`src/hw/xpc_pkg.sv`:
```
// shared types and constants for the crosspoint command and readback block
package xpc_pkg;

	// applied or pending element state: 12 switches and two logic outputs
	typedef struct packed {
		logic [11:0] sw;
		logic general_output_one;
		logic general_output_two;
	} xpc_state_s;

	// link phase of the serial slave
	typedef enum logic [2:0] {
		PH_IDLE,
		PH_RECV,
		PH_ACK,
		PH_SEND,
		PH_MACK
	} xpc_phase_e;

	// every switch open and both outputs low
	localparam xpc_state_s XPC_STATE_RST = '{sw: 12'h000, general_output_one: 1'b0,
		general_output_two: 1'b0};

	// bit positions in the second written data byte
	localparam int XPC_LOAD_POS = 0;
	localparam int XPC_RSTN_POS = 1;

	// bit positions inside a byte and the byte counter limits
	localparam logic [2:0] XPC_LAST_BIT = 3'h7;
	localparam logic [1:0] XPC_BYTE_ADDR = 2'h0;
	localparam logic [1:0] XPC_BYTE_CMD = 2'h1;
	localparam logic [1:0] XPC_BYTE_CTRL = 2'h2;
	localparam logic [1:0] XPC_BYTE_EXTRA = 2'h3;

	// default slave address, value is arbitrary
	localparam logic [6:0] XPC_DEV_ADDR = 7'h4c;

	// command codes carried in the low seven bits of the first data byte
	localparam logic [6:0] XPC_CMD_DIAG = 7'h60;
	localparam logic [6:0] XPC_CMD_CROSS = 7'h61;
	localparam logic [6:0] XPC_CMD_SRCA = 7'h62;
	localparam logic [6:0] XPC_CMD_SRCB = 7'h63;
	localparam logic [6:0] XPC_CMD_DSTA = 7'h64;
	localparam logic [6:0] XPC_CMD_DSTB = 7'h65;
	localparam logic [6:0] XPC_CMD_ONE_FIRST = 7'h66;
	localparam logic [6:0] XPC_CMD_ONE_LAST = 7'h71;
	localparam logic [6:0] XPC_CMD_XP_OFF_FIRST = 7'h72;
	localparam logic [6:0] XPC_CMD_XP_OFF_LAST = 7'h74;
	localparam logic [6:0] XPC_CMD_GENERAL_OUTPUT_ONE = 7'h75;
	localparam logic [6:0] XPC_CMD_GENERAL_OUTPUT_TWO = 7'h76;
	localparam logic [6:0] XPC_CMD_GPO_BOTH = 7'h77;
	localparam logic [6:0] XPC_CMD_ALL_OFF = 7'h7f;

	// per-crosspoint nibble: bit3 aa, bit2 ba, bit1 ab, bit0 bb
	localparam logic [3:0] XPC_NIB_AA = 4'h8;
	localparam logic [3:0] XPC_NIB_BA = 4'h4;
	localparam logic [3:0] XPC_NIB_AB = 4'h2;
	localparam logic [3:0] XPC_NIB_BB = 4'h1;
	localparam logic [11:0] XPC_XP1_MASK = 12'hf00;

	// status word layout
	localparam int XPC_ST_SW_LSB = 4;
	localparam int XPC_ST_GENERAL_OUTPUT_ONE = 3;
	localparam int XPC_ST_GENERAL_OUTPUT_TWO = 2;

endpackage

```
`src/hw/xpc_top.sv`:
```
// serial slave with command staging, synchronized update and status readback
`timescale 1ns/1ps
// What this block does
// - queue written commands, apply all together at the next load-marked write
// - apply pending commands as soon as a set load bit arrives
// - load applies every buffered command to all elements at one instant
// - active-low soft reset rides in second data byte; keep high normally
// - soft reset low or power-up opens all switches, outputs low
// - matching read address is acknowledged by pulling data low
// - two status bytes shifted msb first, each followed by ack slot
// - switch status bit is 1 closed, 0 open
// - output status bit equals the level driven on that output
// - bits 15..4 give xp1..xp3 as aa, ba, ab, bb
// - bit 3 output one, bit 2 output two, unused bits read 0
// - multi-switch command replaces earlier pending state of those switches
// - repeated commands on one element: only the latest counts
module xpc_top #(
	parameter logic [6:0] DEV_ADDR = xpc_pkg::XPC_DEV_ADDR,
	parameter bit HAS_GPO = 1'b1
) (
	// clock and reset
	input wire logic CLK,
	input wire logic RESETN,
	// serial link pins, data is open drain
	input wire logic SCL,
	input wire logic SDA_I,
	output logic SDA_O,
	output logic SDA_OE,
	// applied element state
	output logic [11:0] SW_CLOSED,
	output logic GPO_ONE,
	output logic GPO_TWO
);
	import xpc_pkg::*;

	// status word built from the applied state only
	function automatic logic [15:0] status_of(input xpc_state_s s);
		return {s.sw, HAS_GPO & s.general_output_one, HAS_GPO & s.general_output_two, 2'b00};
	endfunction

	logic [2:0] scl_q;
	logic [2:0] sda_q;
	logic scl_rise;
	logic scl_fall;
	logic start_c;
	logic stop_c;
	logic sda_s;

	// two-stage synchronisers plus one history stage for edge finding
	always_ff @(posedge CLK or negedge RESETN) begin
		if (!RESETN) begin
			scl_q <= 3'b111;
			sda_q <= 3'b111;
		end else begin
			scl_q <= {scl_q[1:0], SCL};
			sda_q <= {sda_q[1:0], SDA_I};
		end
	end

	// link events seen from the synchronised levels
	assign sda_s = sda_q[1];
	assign scl_rise = scl_q[1] & ~scl_q[2];
	assign scl_fall = ~scl_q[1] & scl_q[2];
	assign start_c = scl_q[1] & scl_q[2] & ~sda_q[1] & sda_q[2];
	assign stop_c = scl_q[1] & scl_q[2] & sda_q[1] & ~sda_q[2];

	xpc_phase_e phase, next_phase;
	logic [2:0] bit_cnt, next_bit_cnt;
	logic [1:0] byte_idx, next_byte_idx;
	logic [7:0] shreg, next_shreg;
	logic [7:0] cmd, next_cmd;
	logic rw, next_rw;
	logic drive, next_drive;
	logic acked, next_acked;
	logic [15:0] tx, next_tx;
	xpc_state_s pending, next_pending;
	xpc_state_s applied, next_applied;
	xpc_state_s staged;
	logic [7:0] rx_byte;
	logic [15:0] status_now;

	assign rx_byte = {shreg[6:0], sda_s};
	assign status_now = status_of(applied);

	// the command in hand applied on top of what is already pending
	xpc_cmd_decode #(
		.HAS_GPO(HAS_GPO)
	) u_decode (
		.cmd(cmd),
		.cur(pending),
		.nxt(staged)
	);

	// link slave and command staging, next values
	always_comb begin
		next_phase = phase;
		next_bit_cnt = bit_cnt;
		next_byte_idx = byte_idx;
		next_shreg = shreg;
		next_cmd = cmd;
		next_rw = rw;
		next_drive = drive;
		next_acked = acked;
		next_tx = tx;
		next_pending = pending;
		next_applied = applied;
		if (start_c) begin
			next_phase = PH_RECV;
			next_bit_cnt = 3'h0;
			next_byte_idx = XPC_BYTE_ADDR;
			next_drive = 1'b0;
		end else if (stop_c) begin
			next_phase = PH_IDLE;
			next_drive = 1'b0;
		end else begin
			unique case (phase)
				PH_IDLE: begin
				end
				PH_RECV: if (scl_rise) begin
					next_shreg = rx_byte;
					next_bit_cnt = bit_cnt + 3'h1;
					if (bit_cnt == XPC_LAST_BIT) begin
						next_phase = PH_ACK;
						if (byte_idx != XPC_BYTE_EXTRA) begin
							next_byte_idx = byte_idx + 2'h1;
						end
						unique case (byte_idx)
							XPC_BYTE_ADDR: begin
								next_rw = rx_byte[0];
								if (rx_byte[7:1] != DEV_ADDR) begin
									next_phase = PH_IDLE;
								end
							end
							XPC_BYTE_CMD: next_cmd = rx_byte;
							XPC_BYTE_CTRL: begin
								if (!rx_byte[XPC_RSTN_POS]) begin
									next_pending = XPC_STATE_RST;
									next_applied = XPC_STATE_RST;
								end else begin
									next_pending = staged;
									if (rx_byte[XPC_LOAD_POS]) begin
										next_applied = staged;
									end
								end
							end
							default: next_phase = PH_IDLE;
						endcase
					end
				end
				PH_ACK: if (scl_fall) begin
					if (!drive) begin
						next_drive = 1'b1;
					end else begin
						next_drive = 1'b0;
						next_bit_cnt = 3'h0;
						if (rw) begin
							next_tx = status_now;
							next_drive = ~status_now[15];
							next_phase = PH_SEND;
						end else begin
							next_phase = PH_RECV;
						end
					end
				end
				PH_SEND: if (scl_fall) begin
					if (bit_cnt == XPC_LAST_BIT) begin
						next_drive = 1'b0;
						next_bit_cnt = 3'h0;
						next_phase = PH_MACK;
					end else begin
						next_tx = tx << 1;
						next_drive = ~tx[14];
						next_bit_cnt = bit_cnt + 3'h1;
					end
				end
				PH_MACK: begin
					if (scl_rise) begin
						next_acked = ~sda_s;
					end
					if (scl_fall) begin
						if (acked && byte_idx == XPC_BYTE_CMD) begin
							next_byte_idx = XPC_BYTE_CTRL;
							next_tx = tx << 1;
							next_drive = ~tx[14];
							next_phase = PH_SEND;
						end else begin
							next_phase = PH_IDLE;
						end
					end
				end
			endcase
		end
	end

	// link slave and command staging registers
	always_ff @(posedge CLK or negedge RESETN) begin
		if (!RESETN) begin
			phase <= PH_IDLE;
			bit_cnt <= 3'h0;
			byte_idx <= XPC_BYTE_ADDR;
			shreg <= 8'h00;
			cmd <= 8'h00;
			rw <= 1'b0;
			drive <= 1'b0;
			acked <= 1'b0;
			tx <= 16'h0000;
			pending <= XPC_STATE_RST;
			applied <= XPC_STATE_RST;
		end else begin
			phase <= next_phase;
			bit_cnt <= next_bit_cnt;
			byte_idx <= next_byte_idx;
			shreg <= next_shreg;
			cmd <= next_cmd;
			rw <= next_rw;
			drive <= next_drive;
			acked <= next_acked;
			tx <= next_tx;
			pending <= next_pending;
			applied <= next_applied;
		end
	end

	// pin and element outputs, all straight from flip-flops except SDA_O, which is tied low
	assign SDA_O = 1'b0;
	assign SDA_OE = drive;
	assign SW_CLOSED = applied.sw;
	assign GPO_ONE = applied.general_output_one;
	assign GPO_TWO = applied.general_output_two;

	// helpers for the checks below
	logic ctrl_done;
	logic addr_hit;
	assign ctrl_done = phase == PH_RECV && scl_rise && !start_c && !stop_c &&
		bit_cnt == XPC_LAST_BIT && byte_idx == XPC_BYTE_CTRL;
	assign addr_hit = phase == PH_RECV && scl_rise && !start_c && !stop_c &&
		bit_cnt == XPC_LAST_BIT && byte_idx == XPC_BYTE_ADDR &&
		rx_byte[7:1] == DEV_ADDR;
endmodule

```
`src/hw/xpc_cmd_decode.sv`:
```
// applies one command byte to a staged switch and output state
`timescale 1ns/1ps
module xpc_cmd_decode #(
	parameter bit HAS_GPO = 1'b1
) (
	// command and current staged state
	input wire logic [7:0] cmd,
	input wire xpc_pkg::xpc_state_s cur,
	// staged state with the command applied
	output xpc_pkg::xpc_state_s nxt
);
	import xpc_pkg::*;

	// same nibble pattern on all three crosspoints
	function automatic logic [11:0] rep3(input logic [3:0] m);
		return {m, m, m};
	endfunction

	logic [11:0] mask;
	logic [1:0] gmask;
	logic [3:0] idx;
	logic [3:0] nib;
	logic [6:0] code;
	logic on;

	// decode the addressed elements, later commands override earlier ones
	always_comb begin
		code = cmd[6:0];
		on = cmd[7];
		mask = 12'h000;
		gmask = 2'b00;
		idx = 4'(code - XPC_CMD_ONE_FIRST);
		unique case (idx[1:0])
			2'd0: nib = XPC_NIB_AA;
			2'd1: nib = XPC_NIB_AB;
			2'd2: nib = XPC_NIB_BA;
			default: nib = XPC_NIB_BB;
		endcase
		if (code == XPC_CMD_DIAG) begin
			mask = rep3(XPC_NIB_AA | XPC_NIB_BB);
		end else if (code == XPC_CMD_CROSS) begin
			mask = rep3(XPC_NIB_AB | XPC_NIB_BA);
		end else if (code == XPC_CMD_SRCA) begin
			mask = rep3(XPC_NIB_AA | XPC_NIB_AB);
		end else if (code == XPC_CMD_SRCB) begin
			mask = rep3(XPC_NIB_BA | XPC_NIB_BB);
		end else if (code == XPC_CMD_DSTA) begin
			mask = rep3(XPC_NIB_AA | XPC_NIB_BA);
		end else if (code == XPC_CMD_DSTB) begin
			mask = rep3(XPC_NIB_AB | XPC_NIB_BB);
		end else if (code >= XPC_CMD_ONE_FIRST &&
			code <= XPC_CMD_ONE_LAST) begin
			mask = {nib, 8'h00} >> {idx[3:2], 2'b00};
		end else if (code >= XPC_CMD_XP_OFF_FIRST &&
			code <= XPC_CMD_XP_OFF_LAST) begin
			on = 1'b0; // state bit does not matter here
			mask = XPC_XP1_MASK >> {4'(code - XPC_CMD_XP_OFF_FIRST), 2'b00};
		end else if (HAS_GPO && code == XPC_CMD_GENERAL_OUTPUT_ONE) begin
			gmask = 2'b10;
		end else if (HAS_GPO && code == XPC_CMD_GENERAL_OUTPUT_TWO) begin
			gmask = 2'b01;
		end else if (HAS_GPO && code == XPC_CMD_GPO_BOTH) begin
			gmask = 2'b11;
		end else if (code == XPC_CMD_ALL_OFF && !on) begin
			mask = 12'hfff;
		end
		// unknown and reserved codes leave the staged state alone
		nxt.sw = on ? (cur.sw | mask) : (cur.sw & ~mask);
		nxt.general_output_one = gmask[1] ? on : cur.general_output_one;
		nxt.general_output_two = gmask[0] ? on : cur.general_output_two;
	end

endmodule

```
`config.mk`:
```
export PLATFORM = sky130hd
export DESIGN_NAME = xpc_top
export DESIGN_NICKNAME = d
export VERILOG_FILES = /design/src/hw/xpc_pkg.sv /design/src/hw/xpc_top.sv /design/src/hw/xpc_cmd_decode.sv
export SDC_FILE = /design/constraint.sdc
export NUM_CORES = 1
export LEC_CHECK = 0
export ABC_AREA = 1
export ABC_CLOCK_PERIOD_IN_PS = 2100
export BUFFER_PORTS_ARGS = -buffer_cell sky130_fd_sc_hd__buf_2
export CORE_ASPECT_RATIO = 1.25
export CORE_MARGIN = 2
export CORE_UTILIZATION = 50
export DETAILED_ROUTE_END_ITERATION = 10
export PLACE_DENSITY = 0.7
export SYNTH_ARGS = -nofsm -noshare
export SYNTH_HDL_FRONTEND = slang
export SYNTH_HIERARCHICAL = 1
export SYNTH_SLANG_ARGS = --single-unit
export TNS_END_PERCENT = 100
```
`constraint.sdc`:
```
create_clock -name CLK -period 2.1 [get_ports CLK]
set_input_delay 0 -clock CLK [delete_from_list [all_inputs] [get_ports CLK]]
set_output_delay 0 -clock CLK [all_outputs]
set_load 0.02 [all_outputs]
```
# Word-level counts from Yosys, hierarchy flattened
# Cells that the tools add are included.
dict set report totals {
  out_inout_bits 16
  ff_bits 75
  wordCells 201
}
dict set report classes {
  magnitude_cmp 4
  mux 86
  n_addsub 4
  reduce_logical 24
  bitwise 18
  n_shift 2
  eq_ne 46
}
# op n
set ops {}
lappend ops {{12-bit 2-to-1 mux} 13}
lappend ops {{15-bit 2-to-1 mux} 7}
lappend ops {{7-bit equality test, second input constant} 10}
lappend ops {{3-bit 2-to-1 mux} 16}
lappend ops {{15-bit one-hot mux with 3 select lines} 1}
lappend ops {{14-bit 2-to-1 mux} 3}
lappend ops {{2-bit 2-to-1 mux} 21}
lappend ops {{4-bit inequality test, second input constant} 7}
lappend ops {{6-bit AND reduction} 4}
lappend ops {{3-bit inequality test, second input constant} 7}
lappend ops {{2-bit inequality test, second input constant} 10}
lappend ops {{1-bit 2-to-1 mux} 19}
lappend ops {{7-bit >= comparator, second input constant} 2}
lappend ops {{7-bit <= comparator, second input constant} 2}
lappend ops {{7-bit AND reduction} 2}
lappend ops {{12-bit bitwise AND} 1}
lappend ops {{12-bit inverter} 1}
lappend ops {{12-bit bitwise OR} 1}
lappend ops {{3-bit one-hot mux with 4 select lines} 1}
lappend ops {{4-bit one-hot mux with 3 select lines} 1}
lappend ops {{12-bit by 4-bit right shift with 12-bit output} 1}
lappend ops {{12-bit by 6-bit right shift with 12-bit output, first input constant} 1}
lappend ops {{10-bit AND reduction} 1}
lappend ops {{3-bit one-hot mux with 3 select lines} 1}
lappend ops {{other kinds (27)} 51}

# Longest topological paths before layout
dict set report logic_depth {
  word_depth 19
  ltp_mapped 16
  mapped_depth_nobuf 16
}

# Cells and area by module
# Netlist, hierarchy kept.
# mod instances cells_per_inst seq_area_each_um2 area_each_um2
set modules_own_cells {}
lappend modules_own_cells {xpc_top 1 391 1834.3 3538.4}
lappend modules_own_cells {xpc_cmd_decode 1 187 0.0 923.4}

# Least setup slack after synthesis
# No wires, ideal clock.
dict set report synth_timing {
  path_type {flip-flop to flip-flop}
  startpoint {reg cmd[1]}
  endpoint {reg pending[3] (netlist bit)}
  path_stages_with_launch 10
  n_path_buf 0
  required_ns 2.024
  synth_period_minus_slack_ns 1.948
  setup_ns 0.076
  path_slack_ns 0.152
  t_arrival_ns 1.871
  path_cell_list {dfrtp_1 > ha_1 > xnor2_1 > nand3_1 > o21ai_0 > nand3b_1 > nand2_1 > o21ai_1 > nand2_1 > o21ai_1}
}
# item line_no
set synth_lines {}
lappend synth_lines {{start, declared} xpc_top.sv:71} ;# logic [7:0] cmd, next_cmd;
lappend synth_lines {{start signal, assigned} xpc_top.sv:214} ;# cmd <= next_cmd;
lappend synth_lines {{end signal, assigned} xpc_top.sv:219} ;# pending <= next_pending;
lappend synth_lines {{end, declared} xpc_top.sv:76} ;# xpc_state_s pending, next_pending;

==> results by group <==
Status
  – Status: complete, no violations

STA
  – Max_slew headroom: 0.408
  – Final Skew: between 15 and 20 ps
  – Hold Fails Final Rpt: 0
  – Final Setup Violations: 0
  – Peak Freq: about 500 MHz
  – Final min period: just under 2000 ps
  – Share of the clock period used by the worst path: 0.946
  – Slew @ Worst Pin: ~890 ps
  – Unrepaired setup endpoints after global routing: true
  – Setup ws final: between 100 and 150 ps
  – Max Slew Vio Count: 0

Synth
  – Post-synthesis cell count: a little under 600
  – Most frequent cell after synthesis: nand2_1
  – Top cell type's share of synthesized area: 0.376
  – Synthesized area per cell: about 7.7 um^2
  – Synthesized flop and latch total: 73
  – Leading post-synthesis cells by cell area: dfrtp_1 (38%), nand2_1 (16%), nand3_1 (5.6%), o21ai_2 (5.3%), dfstp_2 (3.5%)
  – Top_reg_cell synth: dfrtp_1
  – YS warnings: 6
  – Post-synthesis cell area: ~4500 um^2
  – Post-synth EDFFs: 0
  – Synth top cells by count: nand2_1 (195), dfrtp_1 (67), nand3_1 (50)
  – Sequential-to-total area share from yosys stat: 0.411
  – Fraction of registers with async set/reset: 1.00
  – Post-synth net total: 593
  – Post-synth cell types: 38
  – Dominant cell type by area after synthesis: dfrtp_1

Global routing
  – Number of global-route vias before repair: 3596
  – Global Route Usage Sum: 0.217
  – Number of antenna violations at the first check in global routing: 0
  – Pin count of the biggest net entering global routing: 74
  – GRT overflow: 0
  – Global-route wire length before repair: between 15000 and 20000 um

Setup path
  – Setup CP Type: flop to flop
  – Setup slack, reg-to-reg: between 100 and 150 ps
  – R2R cell count: 12
  – Worst-path fanout max: 9
  – Startpoint types: flop
  – CP Data Arrival Time: between 2000 and 2500 ps
  – Reg2reg end: pending[1]
  – Worst Path Required: about 2300 ps
  – RR Startpoint: cmd[2]
  – Critical Path End Type: flop

Power
  – VDD IR max: ~0.39 mV
  – Sw Share: 0.361
  – Comb power frac: 0.293
  – P per Cell Area: around 790 nW/um^2
  – LEAKAGE: 0.00239 uW
  – Sw power: 1430 uW
  – Sequential Power Share: 0.419
  – Clock share of power: 0.288
  – Pint: about 2500 uW
  – Total Power: 3970 uW

Floorplanning
  – Height of the die: around 110 um
  – Core ar.: between 8000 and 9000 um^2
  – Initial Utilization: 0.513
  – # IOs: 20
  – Die width: 88.5 um
  – Die Area: between 9000 and 10000 um^2
  – Row Count: 38

Final layout
  – Fillers: roughly 830
  – Layout area overhead: 13.0%
  – Finished Cell Area: between 5000 and 6000 um^2
  – Share of cells above drive strength 1: 0.227
  – Final nets: about 630
  – # diodes: 0
  – Core Util, Final: 0.580

Route
  – Drt drc: 0
  – Routed Wire Length: just under 10000 um
  – DRT Pass-1 Iters: 5
  – 1st-iter DRT viols: ~190
  – Final ANT Viol Nets: 0
  – Vias/cell: 5.21
  – WL/cell: approximately 13 um
  – Via count: 3855

Min path
  – Worst min path class: input port to asynchronous set/reset pin

Placed design
  – Detailed placer's ending HPWL: between 7000 and 8000 um
  – Placement Setup Slack: between 0.7 and 0.8 ps
  – IO buf count: 18
  – Placed Area: around 4700 um^2
  – GPL Wtd Cong: 0.919

Clocking
  – H-tree levels: 3
  – Num CTS Buffers: 9
  – Worst-skew pair later-pin latency: about 350 ps
  – Clock Pin Slew Worst Setup and Hold Paths: approximately 80 ps
  – CTS root buf: clkbuf_8
  – Sink Count: 73
  – CTS tree: yes
  – Clock buffer depth: 2

Run
  – Max-cap violations: 0
[power by group through the flow]
stage	clock (uW)	combinational, uW	sequential [uW]
finish	1140	1160	1660
global route	1230	1330	1680
CTS	1170	1170	1660
detailed placement	0	1150	1690
global placement	0	1130	1680
floorplan	0	944	1650
[routing by layer]
layer	GRT usage	vias to the layer above	routed length [um]
met5	0	-	0
met4	0.0736	0	166
met3	0.0443	15	309
met2	0.351	64	4800
met1	0.289	1807	4560
li1	-	1969	-
[what timing repair did]
action	in CTS	in global routing
cloned	0	0
buffers inserted	0	7
pin swaps	0	5
hold endpoints to repair	69	0
hold buffers	3	0
gates resized for setup	1	20
endpoints found under the setup margin	2	24
[through the flow]
stage	setup TNS, ps	hold WS, ps	instances
finish	0	301	740
global route	-585	294	740
CTS	0	282	733
detailed placement	0	107	715
global placement	0	106	715
floorplan	0	-296	578
[worst max-delay path: stages, from the launching register on]
cell	delay [ps]
dfrtp_2	460
inv_2	110
ha_1	160
nand2_1	50
nand3_1	130
nand3_4	130
nand2_8	130
inv_6	60
o21ai_4	190
buf_4	140
o21ai_0	80
nand2_1	130
o21ai_1	90
[how the worst max path moves through the flow]
stage | start | to | slack [ps] | depth (start not counted)
2_1_floorplan | cmd[1] | pending[3] | 150 | 9
3_3_place_gp | cmd[2] | pending[2] | 70 | 11
3_5_place_dp | cmd[2] | pending[2] | 0.7 | 11
4_1_cts | cmd[1] | SW_CLOSED[0] | 50 | 11
5_1_grt | cmd[6] | pending[3] | -50 | 9
6_report | cmd[2] | pending[1] | 110 | 12
[logic make-up after synthesis]
group	share of synthesized area
multiplexers	0.0269
other	0.000840
flip-flops	0.411
adder cells (fa/ha/maj)	0.0308
AND/OR/NAND/NOR	0.331
AO/OA/AOI/OAI	0.131
XOR/XNOR	0.00196
buffers and inverters	0.0665
[cell type report]
class                      instances  area [um^2]  share of cell area
multi-input combinational        442         2380               0.473
sequential                        73         1840               0.364
timing repair buffer              41          273              0.0541
inverter                          49          196              0.0389
clock buffer                      11          151              0.0300
tap                              120          150              0.0298
clock inverter                     4         51.3              0.0102
[registers in the layout, summed over array words and instances (netlist names), 2 cells and up]
register	count
cmd	8
pending	14
phase	3
bit_cnt	3
scl_q	3
byte_idx	2
tx	13
SW_CLOSED	12
shreg	7
sda_q	3
[placed cells by master, fill, tap and decap left out, types with 2 or more instances in the layout]
cell type / Yosys / layout
inv_6: 1 / 2
inv_1: 37 / 35
nor2_1: 40 / 36
o21ai_0: 24 / 22
nand3_1: 50 / 48
nand3_4: 2 / 2
nor2_4: 5 / 5
ha_1: 11 / 10
o21ai_1: 26 / 27
inv_2: 10 / 10
dfrtp_1: 67 / 64
buf_4: 3 / 21
buf_2: 3 / 17
dlygate4sd3_1: 0 / 3
nand2_2: 10 / 11
o21ai_2: 27 / 28
dfrtp_2: 0 / 3
nor2_2: 3 / 7
inv_4: 1 / 3
nand4_1: 5 / 5
a21oi_1: 10 / 10
nand3b_1: 2 / 2
clkbuf_8: 0 / 11
nand3_2: 2 / 4
dfstp_2: 6 / 6
nor3_2: 1 / 2
mux2i_1: 12 / 12
nand2_1: 195 / 194
nor3_1: 6 / 5
No activity file was read; power rests on OpenSTA's default activity.
